### config.mk
export PLATFORM = sky130hd
export DESIGN_NAME = did_top
export DESIGN_NICKNAME = d
export VERILOG_FILES = /design/src/logic/did_pkg.sv /design/src/logic/did_top.sv
export SDC_FILE = /design/constraint.sdc
export NUM_CORES = 1
export LEC_CHECK = 0
export ABC_CLOCK_PERIOD_IN_PS = 18500
export BUFFER_PORTS_ARGS = -buffer_cell sky130_fd_sc_hd__buf_2
export CAP_MARGIN = 20
export CORE_MARGIN = 3
export CORE_UTILIZATION = 40
export CTS_CLUSTER_DIAMETER = 150
export CTS_CLUSTER_SIZE = 8
export DETAILED_ROUTE_END_ITERATION = 10
export PLACE_DENSITY = 0.61
export SYNTH_ARGS = -nofsm -noshare
export SYNTH_HDL_FRONTEND = slang
export SYNTH_SLANG_ARGS = --single-unit
### constraint.sdc
create_clock -name aclk -period 18.5 [get_ports aclk]
set_clock_uncertainty 0.05 [all_clocks]
set_input_delay 1.85 -clock aclk [delete_from_list [all_inputs] [get_ports aclk]]
set_output_delay 1.85 -clock aclk [all_outputs]
set_load 0.005 [all_outputs]
### src/logic/did_pkg.sv
/*
 * Constants for the digital input debounce and edge counter block:
 * register offsets, field positions, reset values and timing counts.
 * Assumes a 10 MHz system clock and a 32-bit AXI4-Lite register bus.
 */
`default_nettype none

package did_pkg;

   // ----------------------------------------------------------------
   // register map
   // ----------------------------------------------------------------
   localparam logic [3:0] ADDR_THRESHOLD_SETUP = 4'h0;
   localparam logic [3:0] ADDR_INPUT_CONFIG = 4'h4;
   localparam logic [3:0] ADDR_STATUS = 4'h8;
   localparam logic [3:0] ADDR_EDGE_COUNT = 4'hC;

   // ----------------------------------------------------------------
   // field positions and reset values
   // ----------------------------------------------------------------
   localparam int THR_CODE_LSB = 0;
   localparam int THR_REFSEL_BIT = 8;
   localparam int CFG_DBTIME_LSB = 0;
   localparam int CFG_STYLE_BIT = 5;
   localparam int CFG_INVERT_BIT = 6;
   localparam int CFG_COUNTEN_BIT = 7;
   localparam int CFG_SINKRANGE_BIT = 8;
   localparam int CFG_SINKCODE_LSB = 9;
   localparam int CFG_OUTSEL_LSB = 16;
   localparam int STAT_STATE_BIT = 0;
   localparam int STAT_SAMPLE_BIT = 1;
   localparam logic [31:0] THRESHOLD_SETUP_RESET = 32'h0000_0000;
   localparam logic [31:0] INPUT_CONFIG_RESET = 32'h0000_0000;
   localparam logic [31:0] THRESHOLD_SETUP_MASK = 32'h0000_011F;
   localparam logic [31:0] INPUT_CONFIG_MASK = 32'h0003_3FFF;

   // ----------------------------------------------------------------
   // timing
   // ----------------------------------------------------------------
   localparam int unsigned CLK_PERIOD_NS = 100;
   localparam int unsigned SAMPLE_PERIOD_NS = 800;
   localparam int unsigned SAMPLE_TICK_CYCLES =
      SAMPLE_PERIOD_NS / CLK_PERIOD_NS;
   localparam int DB_CNT_W = 17;

   // debounce durations in ns for codes 01..1F
   localparam int unsigned DEBOUNCE_NS [1:31] = '{
      13000, 18700, 24400, 32500, 42300, 56100, 75600, 100800,
      130100, 180500, 240600, 320300, 420300, 560200, 750400,
      1000800, 1300800, 1800800, 2400800, 3200800, 4200800,
      5600800, 7500700, 10000700, 13000700, 18000600, 24000600,
      32000500, 42000400, 56000300, 75000000};

   // output pin source select
   typedef enum logic [1:0] {
      DID_OUT_LOW = 2'b00,
      DID_OUT_HIGH = 2'b01,
      DID_OUT_DEBOUNCED = 2'b10,
      DID_OUT_SAMPLE = 2'b11
   } did_outsel_t;

   localparam logic [1:0] RESP_OKAY = 2'b00;
   localparam logic [1:0] RESP_SLVERR = 2'b10;

endpackage

`default_nettype wire

### src/logic/did_top.sv
/*
 * One digital input channel: comparator synchroniser, periodic sampler,
 * two debounce algorithms, polarity inverter, 32-bit edge counter,
 * output pin source select and an AXI4-Lite register slave.
 * Assumes the comparator output is asynchronous to aclk and that the
 * analog threshold DAC and current sink consume the config outputs.
 */
// Decided for this implementation: the address map and register access over AXI4-Lite.
`default_nettype none

module did_top #(
   // ns per debounce count; raise it in simulation to shorten waits
   parameter int unsigned TIME_SCALE_NS = did_pkg::SAMPLE_PERIOD_NS
) (
   // clock, reset, enable
   input wire logic aclk,
   input wire logic aresetn,
   input wire logic ce,
   // axi4-lite write address
   input wire logic awvalid,
   output logic awready,
   input wire logic [3:0] awaddr,
   input wire logic [2:0] awprot,
   // axi4-lite write data
   input wire logic wvalid,
   output logic wready,
   input wire logic [31:0] wdata,
   input wire logic [3:0] wstrb,
   // axi4-lite write response
   output logic bvalid,
   input wire logic bready,
   output logic [1:0] bresp,
   // axi4-lite read address
   input wire logic arvalid,
   output logic arready,
   input wire logic [3:0] araddr,
   input wire logic [2:0] arprot,
   // axi4-lite read data
   output logic rvalid,
   input wire logic rready,
   output logic [31:0] rdata,
   output logic [1:0] rresp,
   // comparator side
   input wire logic comp_out_async,
   output logic [4:0] threshold_code,
   output logic threshold_reference_select,
   output logic sink_range,
   output logic [4:0] sink_code,
   // channel output pin
   output logic channel_output_pin
);

   // ----------------------------------------------------------------
   // helpers
   // ----------------------------------------------------------------
   // byte-lane merge of a write into a register, reserved bits forced 0
   function automatic logic [31:0] merge(input logic [31:0] old_v,
      input logic [31:0] new_v, input logic [3:0] strb,
      input logic [31:0] mask);
      logic [31:0] r;
      r = old_v;
      for (int i = 0; i < 4; i++) begin
         if (strb[i]) begin
            r[i*8 +: 8] = new_v[i*8 +: 8];
         end
      end
      return r & mask;
   endfunction

   // debounce target in samples, rounded up, never below one
   function automatic logic [did_pkg::DB_CNT_W-1:0] target_of(
      input logic [4:0] code);
      int unsigned t;
      t = 1;
      if (code != 5'h00) begin
         t = (did_pkg::DEBOUNCE_NS[code] + TIME_SCALE_NS - 1) /
             TIME_SCALE_NS;
      end
      if (t == 0) begin
         t = 1;
      end
      return t[did_pkg::DB_CNT_W-1:0];
   endfunction

   // ----------------------------------------------------------------
   // register bus
   // ----------------------------------------------------------------
   logic aw_held, next_aw_held;
   logic w_held, next_w_held;
   logic [3:0] aw_addr, next_aw_addr;
   logic [31:0] w_data, next_w_data;
   logic [3:0] w_strb, next_w_strb;
   logic next_bvalid, next_rvalid;
   logic [1:0] next_bresp, next_rresp;
   logic [31:0] next_rdata;
   logic [31:0] thr_reg, next_thr_reg;
   logic [31:0] cfg_reg, next_cfg_reg;
   logic [31:0] edge_count;
   logic input_state, sample_bit;

   // ready outputs are combinational; one write and one read at a time;
   // ce gates them so no item is handed over while the flops are frozen
   assign awready = ce && !aw_held && !bvalid;
   assign wready = ce && !w_held && !bvalid;
   assign arready = ce && !rvalid;

   // write path waits for both address and data, then commits once
   always_comb begin
      next_aw_held = aw_held;
      next_w_held = w_held;
      next_aw_addr = aw_addr;
      next_w_data = w_data;
      next_w_strb = w_strb;
      next_bvalid = bvalid;
      next_bresp = bresp;
      next_thr_reg = thr_reg;
      next_cfg_reg = cfg_reg;
      if (awvalid && awready) begin
         next_aw_held = 1'b1;
         next_aw_addr = awaddr;
      end
      if (wvalid && wready) begin
         next_w_held = 1'b1;
         next_w_data = wdata;
         next_w_strb = wstrb;
      end
      if (aw_held && w_held && !bvalid) begin
         next_aw_held = 1'b0;
         next_w_held = 1'b0;
         next_bvalid = 1'b1;
         next_bresp = did_pkg::RESP_OKAY;
         case (aw_addr)
            did_pkg::ADDR_THRESHOLD_SETUP: begin
               next_thr_reg = merge(thr_reg, w_data, w_strb,
                  did_pkg::THRESHOLD_SETUP_MASK);
            end
            did_pkg::ADDR_INPUT_CONFIG: begin
               next_cfg_reg = merge(cfg_reg, w_data, w_strb,
                  did_pkg::INPUT_CONFIG_MASK);
            end
            // status and count are read-only: ignored, answered okay
            did_pkg::ADDR_STATUS, did_pkg::ADDR_EDGE_COUNT: begin
               next_bresp = did_pkg::RESP_OKAY;
            end
            default: begin
               next_bresp = did_pkg::RESP_SLVERR;
            end
         endcase
      end else if (bvalid && bready) begin
         next_bvalid = 1'b0;
      end
   end

   // read path answers one cycle after the address is taken
   always_comb begin
      next_rvalid = rvalid;
      next_rdata = rdata;
      next_rresp = rresp;
      if (arvalid && arready) begin
         next_rvalid = 1'b1;
         next_rresp = did_pkg::RESP_OKAY;
         next_rdata = 32'h0000_0000;
         case (araddr)
            did_pkg::ADDR_THRESHOLD_SETUP: next_rdata = thr_reg;
            did_pkg::ADDR_INPUT_CONFIG: next_rdata = cfg_reg;
            did_pkg::ADDR_STATUS: begin
               next_rdata[did_pkg::STAT_STATE_BIT] = input_state;
               next_rdata[did_pkg::STAT_SAMPLE_BIT] = sample_bit;
            end
            did_pkg::ADDR_EDGE_COUNT: next_rdata = edge_count;
            default: next_rresp = did_pkg::RESP_SLVERR;
         endcase
      end else if (rvalid && rready) begin
         next_rvalid = 1'b0;
      end
   end

   // bus and register state
   always_ff @(posedge aclk) begin
      if (!aresetn) begin
         aw_held <= 1'b0;
         w_held <= 1'b0;
         aw_addr <= 4'h0;
         w_data <= 32'h0000_0000;
         w_strb <= 4'h0;
         bvalid <= 1'b0;
         bresp <= did_pkg::RESP_OKAY;
         rvalid <= 1'b0;
         rdata <= 32'h0000_0000;
         rresp <= did_pkg::RESP_OKAY;
         thr_reg <= did_pkg::THRESHOLD_SETUP_RESET;
         cfg_reg <= did_pkg::INPUT_CONFIG_RESET;
      end else if (ce) begin
         aw_held <= next_aw_held;
         w_held <= next_w_held;
         aw_addr <= next_aw_addr;
         w_data <= next_w_data;
         w_strb <= next_w_strb;
         bvalid <= next_bvalid;
         bresp <= next_bresp;
         rvalid <= next_rvalid;
         rdata <= next_rdata;
         rresp <= next_rresp;
         thr_reg <= next_thr_reg;
         cfg_reg <= next_cfg_reg;
      end
   end

   // ----------------------------------------------------------------
   // configuration fields
   // ----------------------------------------------------------------
   logic [4:0] db_time;
   logic db_style, invert_en, count_en;
   logic [1:0] out_sel;

   // codes are passed as written: range limits per reference are the
   // software's to keep, the hardware does not clamp them
   assign threshold_code = thr_reg[did_pkg::THR_CODE_LSB +: 5];
   assign threshold_reference_select =
      thr_reg[did_pkg::THR_REFSEL_BIT];
   assign sink_range = cfg_reg[did_pkg::CFG_SINKRANGE_BIT];
   assign sink_code = cfg_reg[did_pkg::CFG_SINKCODE_LSB +: 5];
   assign db_time = cfg_reg[did_pkg::CFG_DBTIME_LSB +: 5];
   assign db_style = cfg_reg[did_pkg::CFG_STYLE_BIT];
   assign invert_en = cfg_reg[did_pkg::CFG_INVERT_BIT];
   assign count_en = cfg_reg[did_pkg::CFG_COUNTEN_BIT];
   assign out_sel = cfg_reg[did_pkg::CFG_OUTSEL_LSB +: 2];

   // ----------------------------------------------------------------
   // synchroniser and sampler
   // ----------------------------------------------------------------
   logic sync_a, sync_b;
   logic [2:0] tick_cnt, next_tick_cnt;
   logic tick;
   logic next_sample_bit;

   // the first flop feeds only the second
   always_ff @(posedge aclk) begin
      if (!aresetn) begin
         sync_a <= 1'b0;
         sync_b <= 1'b0;
      end else if (ce) begin
         sync_a <= comp_out_async;
         sync_b <= sync_a;
      end
   end

   // sample strobe once per sample period
   assign tick = (tick_cnt ==
      3'(did_pkg::SAMPLE_TICK_CYCLES - 1));

   always_comb begin
      next_tick_cnt = tick ? 3'h0 : tick_cnt + 3'h1;
      next_sample_bit = tick ? sync_b : sample_bit;
   end

   always_ff @(posedge aclk) begin
      if (!aresetn) begin
         tick_cnt <= 3'h0;
         sample_bit <= 1'b0;
      end else if (ce) begin
         tick_cnt <= next_tick_cnt;
         sample_bit <= next_sample_bit;
      end
   end

   // ----------------------------------------------------------------
   // debounce
   // ----------------------------------------------------------------
   logic db_state, next_db_state;
   logic [did_pkg::DB_CNT_W-1:0] db_cnt, next_db_cnt, db_target;
   logic differ;

   assign db_target = target_of(db_time);
   assign differ = (sync_b != db_state);

   // only sampled values move the debouncer; counter saturates at zero
   always_comb begin
      next_db_state = db_state;
      next_db_cnt = db_cnt;
      if (tick) begin
         if (db_time == 5'h00) begin
            next_db_state = sync_b;
            next_db_cnt = '0;
         end else if (differ) begin
            if (db_cnt + 1'b1 >= db_target) begin
               next_db_state = sync_b;
               next_db_cnt = '0;
            end else begin
               next_db_cnt = db_cnt + 1'b1;
            end
         end else if (!db_style) begin
            if (db_cnt != '0) begin
               next_db_cnt = db_cnt - 1'b1;
            end
         end else begin
            next_db_cnt = '0;
         end
      end
   end

   always_ff @(posedge aclk) begin
      if (!aresetn) begin
         db_state <= 1'b0;
         db_cnt <= '0;
      end else if (ce) begin
         db_state <= next_db_state;
         db_cnt <= next_db_cnt;
      end
   end

   // ----------------------------------------------------------------
   // inverter, edge counter, output pin
   // ----------------------------------------------------------------
   logic prev_state, next_prev_state;
   logic [31:0] next_edge_count;
   logic next_pin;

   assign input_state = db_state ^ invert_en;

   // rising edges of the inverted view are falling debounced edges
   always_comb begin
      next_prev_state = input_state;
      next_edge_count = edge_count;
      if (count_en && input_state && !prev_state) begin
         next_edge_count = edge_count + 32'h0000_0001;
      end
      // count_en low leaves the count untouched
      case (did_pkg::did_outsel_t'(out_sel))
         did_pkg::DID_OUT_LOW: next_pin = 1'b0;
         did_pkg::DID_OUT_HIGH: next_pin = 1'b1;
         did_pkg::DID_OUT_DEBOUNCED: next_pin = input_state;
         did_pkg::DID_OUT_SAMPLE: next_pin = sample_bit;
         default: next_pin = 1'b0;
      endcase
   end

   always_ff @(posedge aclk) begin
      if (!aresetn) begin
         prev_state <= 1'b0;
         edge_count <= 32'h0000_0000;
         channel_output_pin <= 1'b0;
      end else if (ce) begin
         prev_state <= next_prev_state;
         edge_count <= next_edge_count;
         channel_output_pin <= next_pin;
      end
   end

endmodule

`default_nettype wire

==> results.py <==
metrics = {
    "status": {
        "status": "finished, final reports clean",
    },
    "timing": {
        "setup_viol": 0,
        "maxSlewViolCount": 0,
        "hold_violations": 0,
        "fmax_mhz": 57.0,
        "slew_headroom": 0.296,
        "tightestPinTransition_ns": 1.05,
        "fin_ws_ns": 0.953,
        "post-route-min-period_ns": 17.55,
        "min_period_over_period": 0.948,
    },
    "routing": {
        "wl_per_cell_um": 17.6,
        "antenna_left": 0,
        "post-route-drc-count": 0,
        "drt_wl_total_um": 44100,
        "vias_per_cell": 5.99,
        "drt-initial-drc-count": 830,
        "drt_first_pass_iters": 5,
        "num_vias": 15000,
    },
    "clock_tree": {
        "max-clock-path-buffers": 2,
        "postCtsHoldBufs": 0,
        "cts_buffers": 17,
        "cts.htree.levels": 4,
        "root_buffer": "clkbuf_16",
        "clock_latency_ns": 0.41,
        "cts_tree": "done",
        "path_clk_slew_ns": 0.06,
        "cts.sinks": 141,
    },
    "layout": {
        "final_layout_size_suffix_gt1_frac": 0.193,
        "reg_top3": "edge_count x32, rdata x32, db_cnt x17",
        "antennaDiodeCount": 0,
        "area_growth_pct": 14.3,
        "final_area_um2": 17200,
        "stdcell_count": 2501,
        "nets": 2115,
    },
    "synthesis": {
        "yosys_warnings": 0,
        "synthXorXnorAreaFrac": 0.0867,
        "syn_avg_cell_area_um2": 7.70,
        "syn_inst": 1948,
        "ys_ff_latch": 141,
        "synthTopCellsByCount": "198 x nand2_1, 141 x dfxtp_1, 126 x nor2_1, 108 x a21oi_1, 100 x xnor2_1",
        "ys_async_sr_fraction": 0,
        "synth_cell_types": 139,
        "synth.most_common_cell": "nand2_1",
        "yosys.area.top_type": "dfxtp_1",
        "synth_top_area_frac": 0.188,
        "muxShareOfSynthArea": 0.0681,
        "synth-edff-count": 0,
        "synthSimpleGateAreaFrac": 0.287,
        "synth_top_family_by_area": "compound AO/OA/AOI/OAI gates",
        "synth.top_cells.by_area": "dfxtp_1 19%, xnor2_1 5.8%, nand2_1 5.0%",
        "synth-compound-area-share": 0.293,
        "ys.flop_type": "dfxtp_1",
        "synth_seq_area_share": 0.188,
        "synth_area_um2": 15000,
        "synthAdderAreaFrac": 0.0297,
    },
    "floorplan": {
        "initial_utilization": 0.408,
        "die_w_um": 200,
        "core-area_um2": 36800,
        "die_h_um": 200,
        "rows": 70,
        "dieArea_um2": 39900,
        "pin_count": 113,
    },
    "worst_setup_path": {
        "timing.rr.end": "db_cnt[6]",
        "startpoint": "cfg_reg[1]",
        "crit_path_start_kind": "flip-flop",
        "r2r_setup_slack_ns": 0.95,
        "cpPeakStageDelay_ns": 0.48,
        "crit_slowest_cell": "o41a_1",
        "critPathMaxFanout": 11,
        "ff2ff_path_depth": 74,
        "critPathKind": "reg2reg",
        "crit_arrival_ns": 17.83,
        "reg2reg_from": "cfg_reg[1]",
        "crit_end": "db_cnt[6]",
        "endpoint_kind": "flip-flop",
        "required_ns": 18.78,
    },
    "job": {
        "drv_cap": 0,
    },
    "placed_design": {
        "portBuffers": 87,
        "place_inst": 2457,
        "dp_slack_ns": -0.165,
        "dp_hpwl_um": 32800,
        "gp_congestion": 0.901,
        "place_area_um2": 15900,
    },
    "grt": {
        "grt_pass1_wl_um": 72200,
        "grt_pass1_vias": 14200,
        "gr-usage-all-layers": 0.214,
        "antenna_found_initial": 2,
        "grt_start_max_net_pins": 141,
        "overflow": 0,
    },
    "power": {
        "powerDensity_nw_per_um2": 40.7,
        "ir_drop_mv": 0.0884,
        "leakagePower_nw": 6.67,
    },
    "hold_path": {
        "hold_path_class": "reg2reg",
    },
}
[through the flow]
stage	power [mW]	hold WS [ns]	utilization	setup TNS [ns]
floorplan	0.335	0.393	-	0
global placement	0.345	0.407	0.432	0
detailed placement	0.346	0.412	0.432	-0.723
CTS	0.702	0.420	0.449	0
global route	0.720	0.444	0.466	-0.465
finish	0.698	0.417	0.466	0
[worst max-delay path, delay by kind of cell (launching register included)]
| family | cells | cell delay [ns] |
|---|---|---|
| AOI/OAI and AO/OA | 42 | 10.77 |
| xor gates and xnor gates | 2 | 0.37 |
| adders and majority gates | 3 | 0.78 |
| buffers and inverters | 8 | 1.15 |
| DFF | 1 | 0.37 |
| muxes | 1 | 0.23 |
| and+or+nand+nor | 18 | 3.77 |
[layer usage]
layer | global-route usage | wire, um | up-vias
li1 | - | - | 7355
met1 | 0.290 | 20800 | 7185
met2 | 0.370 | 20800 | 368
met3 | 0.0273 | 1750 | 57
met4 | 0.0419 | 678 | 4
met5 | 0 | 34 | -
[final cells by class]
type,instances,area [um2]
clock buffer,17,425
clock inverter,13,193
fill,3653,19600
inverter,39,156
multi-input combinational,1668,12000
sequential,141,2830
tap,468,586
timing repair buffer,155,980
[worst min-delay path by stage]
stage | from | end | slack, ns | cells after the start
6_report | w_data[11] | w_data[11] | 0.42 | 2
2_1_floorplan | w_data[5] | w_data[5] | 0.39 | 2
5_1_grt | w_data[17] | w_data[17] | 0.44 | 2
3_3_place_gp | w_data[9] | w_data[9] | 0.41 | 2
4_1_cts | w_data[11] | w_data[11] | 0.42 | 2
3_5_place_dp | w_data[11] | w_data[11] | 0.41 | 2
[timing repair]
| item | 4_1_cts | 5_1_grt |
|---|---|---|
| setup endpoints to repair | 6 | 18 |
| gates cloned | 0 | 0 |
| resized for setup | 2 | 89 |
| pin swaps | 1 | 22 |
| buffers inserted | 1 | 12 |
[layout by cell type, fill, tap and decap left out, types with 27 or more instances in the layout]
cell type,Yosys,layout
a21oi_1,108,107
and3_1,40,38
nor3_1,58,52
inv_1,27,27
xnor2_1,100,95
and2_1,56,55
nand2_1,198,196
nor2b_1,93,92
buf_4,11,64
dfxtp_1,141,138
buf_2,17,86
mux2i_1,61,59
nor2_1,126,124
o21ai_0,69,68
nand3_1,90,88
a21boi_0,34,33
ha_1,34,34
a22oi_1,41,39
xor2_1,41,38
[kinds of logic (layout without fill, tap and decap cells)]
kind of cell,Yosys count,in the layout
flops,141,141
simple gates,814,814
buf+inv,140,224
compound gates,581,581
xor+xnor,144,144
fa+ha+maj,36,36
mux,91,91
other cells,1,2
[power by group]
part	leakage (nW)	internal [mW]	switching, mW
clock	0.296	0.226	0.133
sequential	1.14	0.307	0.00262
combinational	5.24	0.0123	0.0169
total	6.67	0.545	0.153
Power figures use the tool's default switching activity.
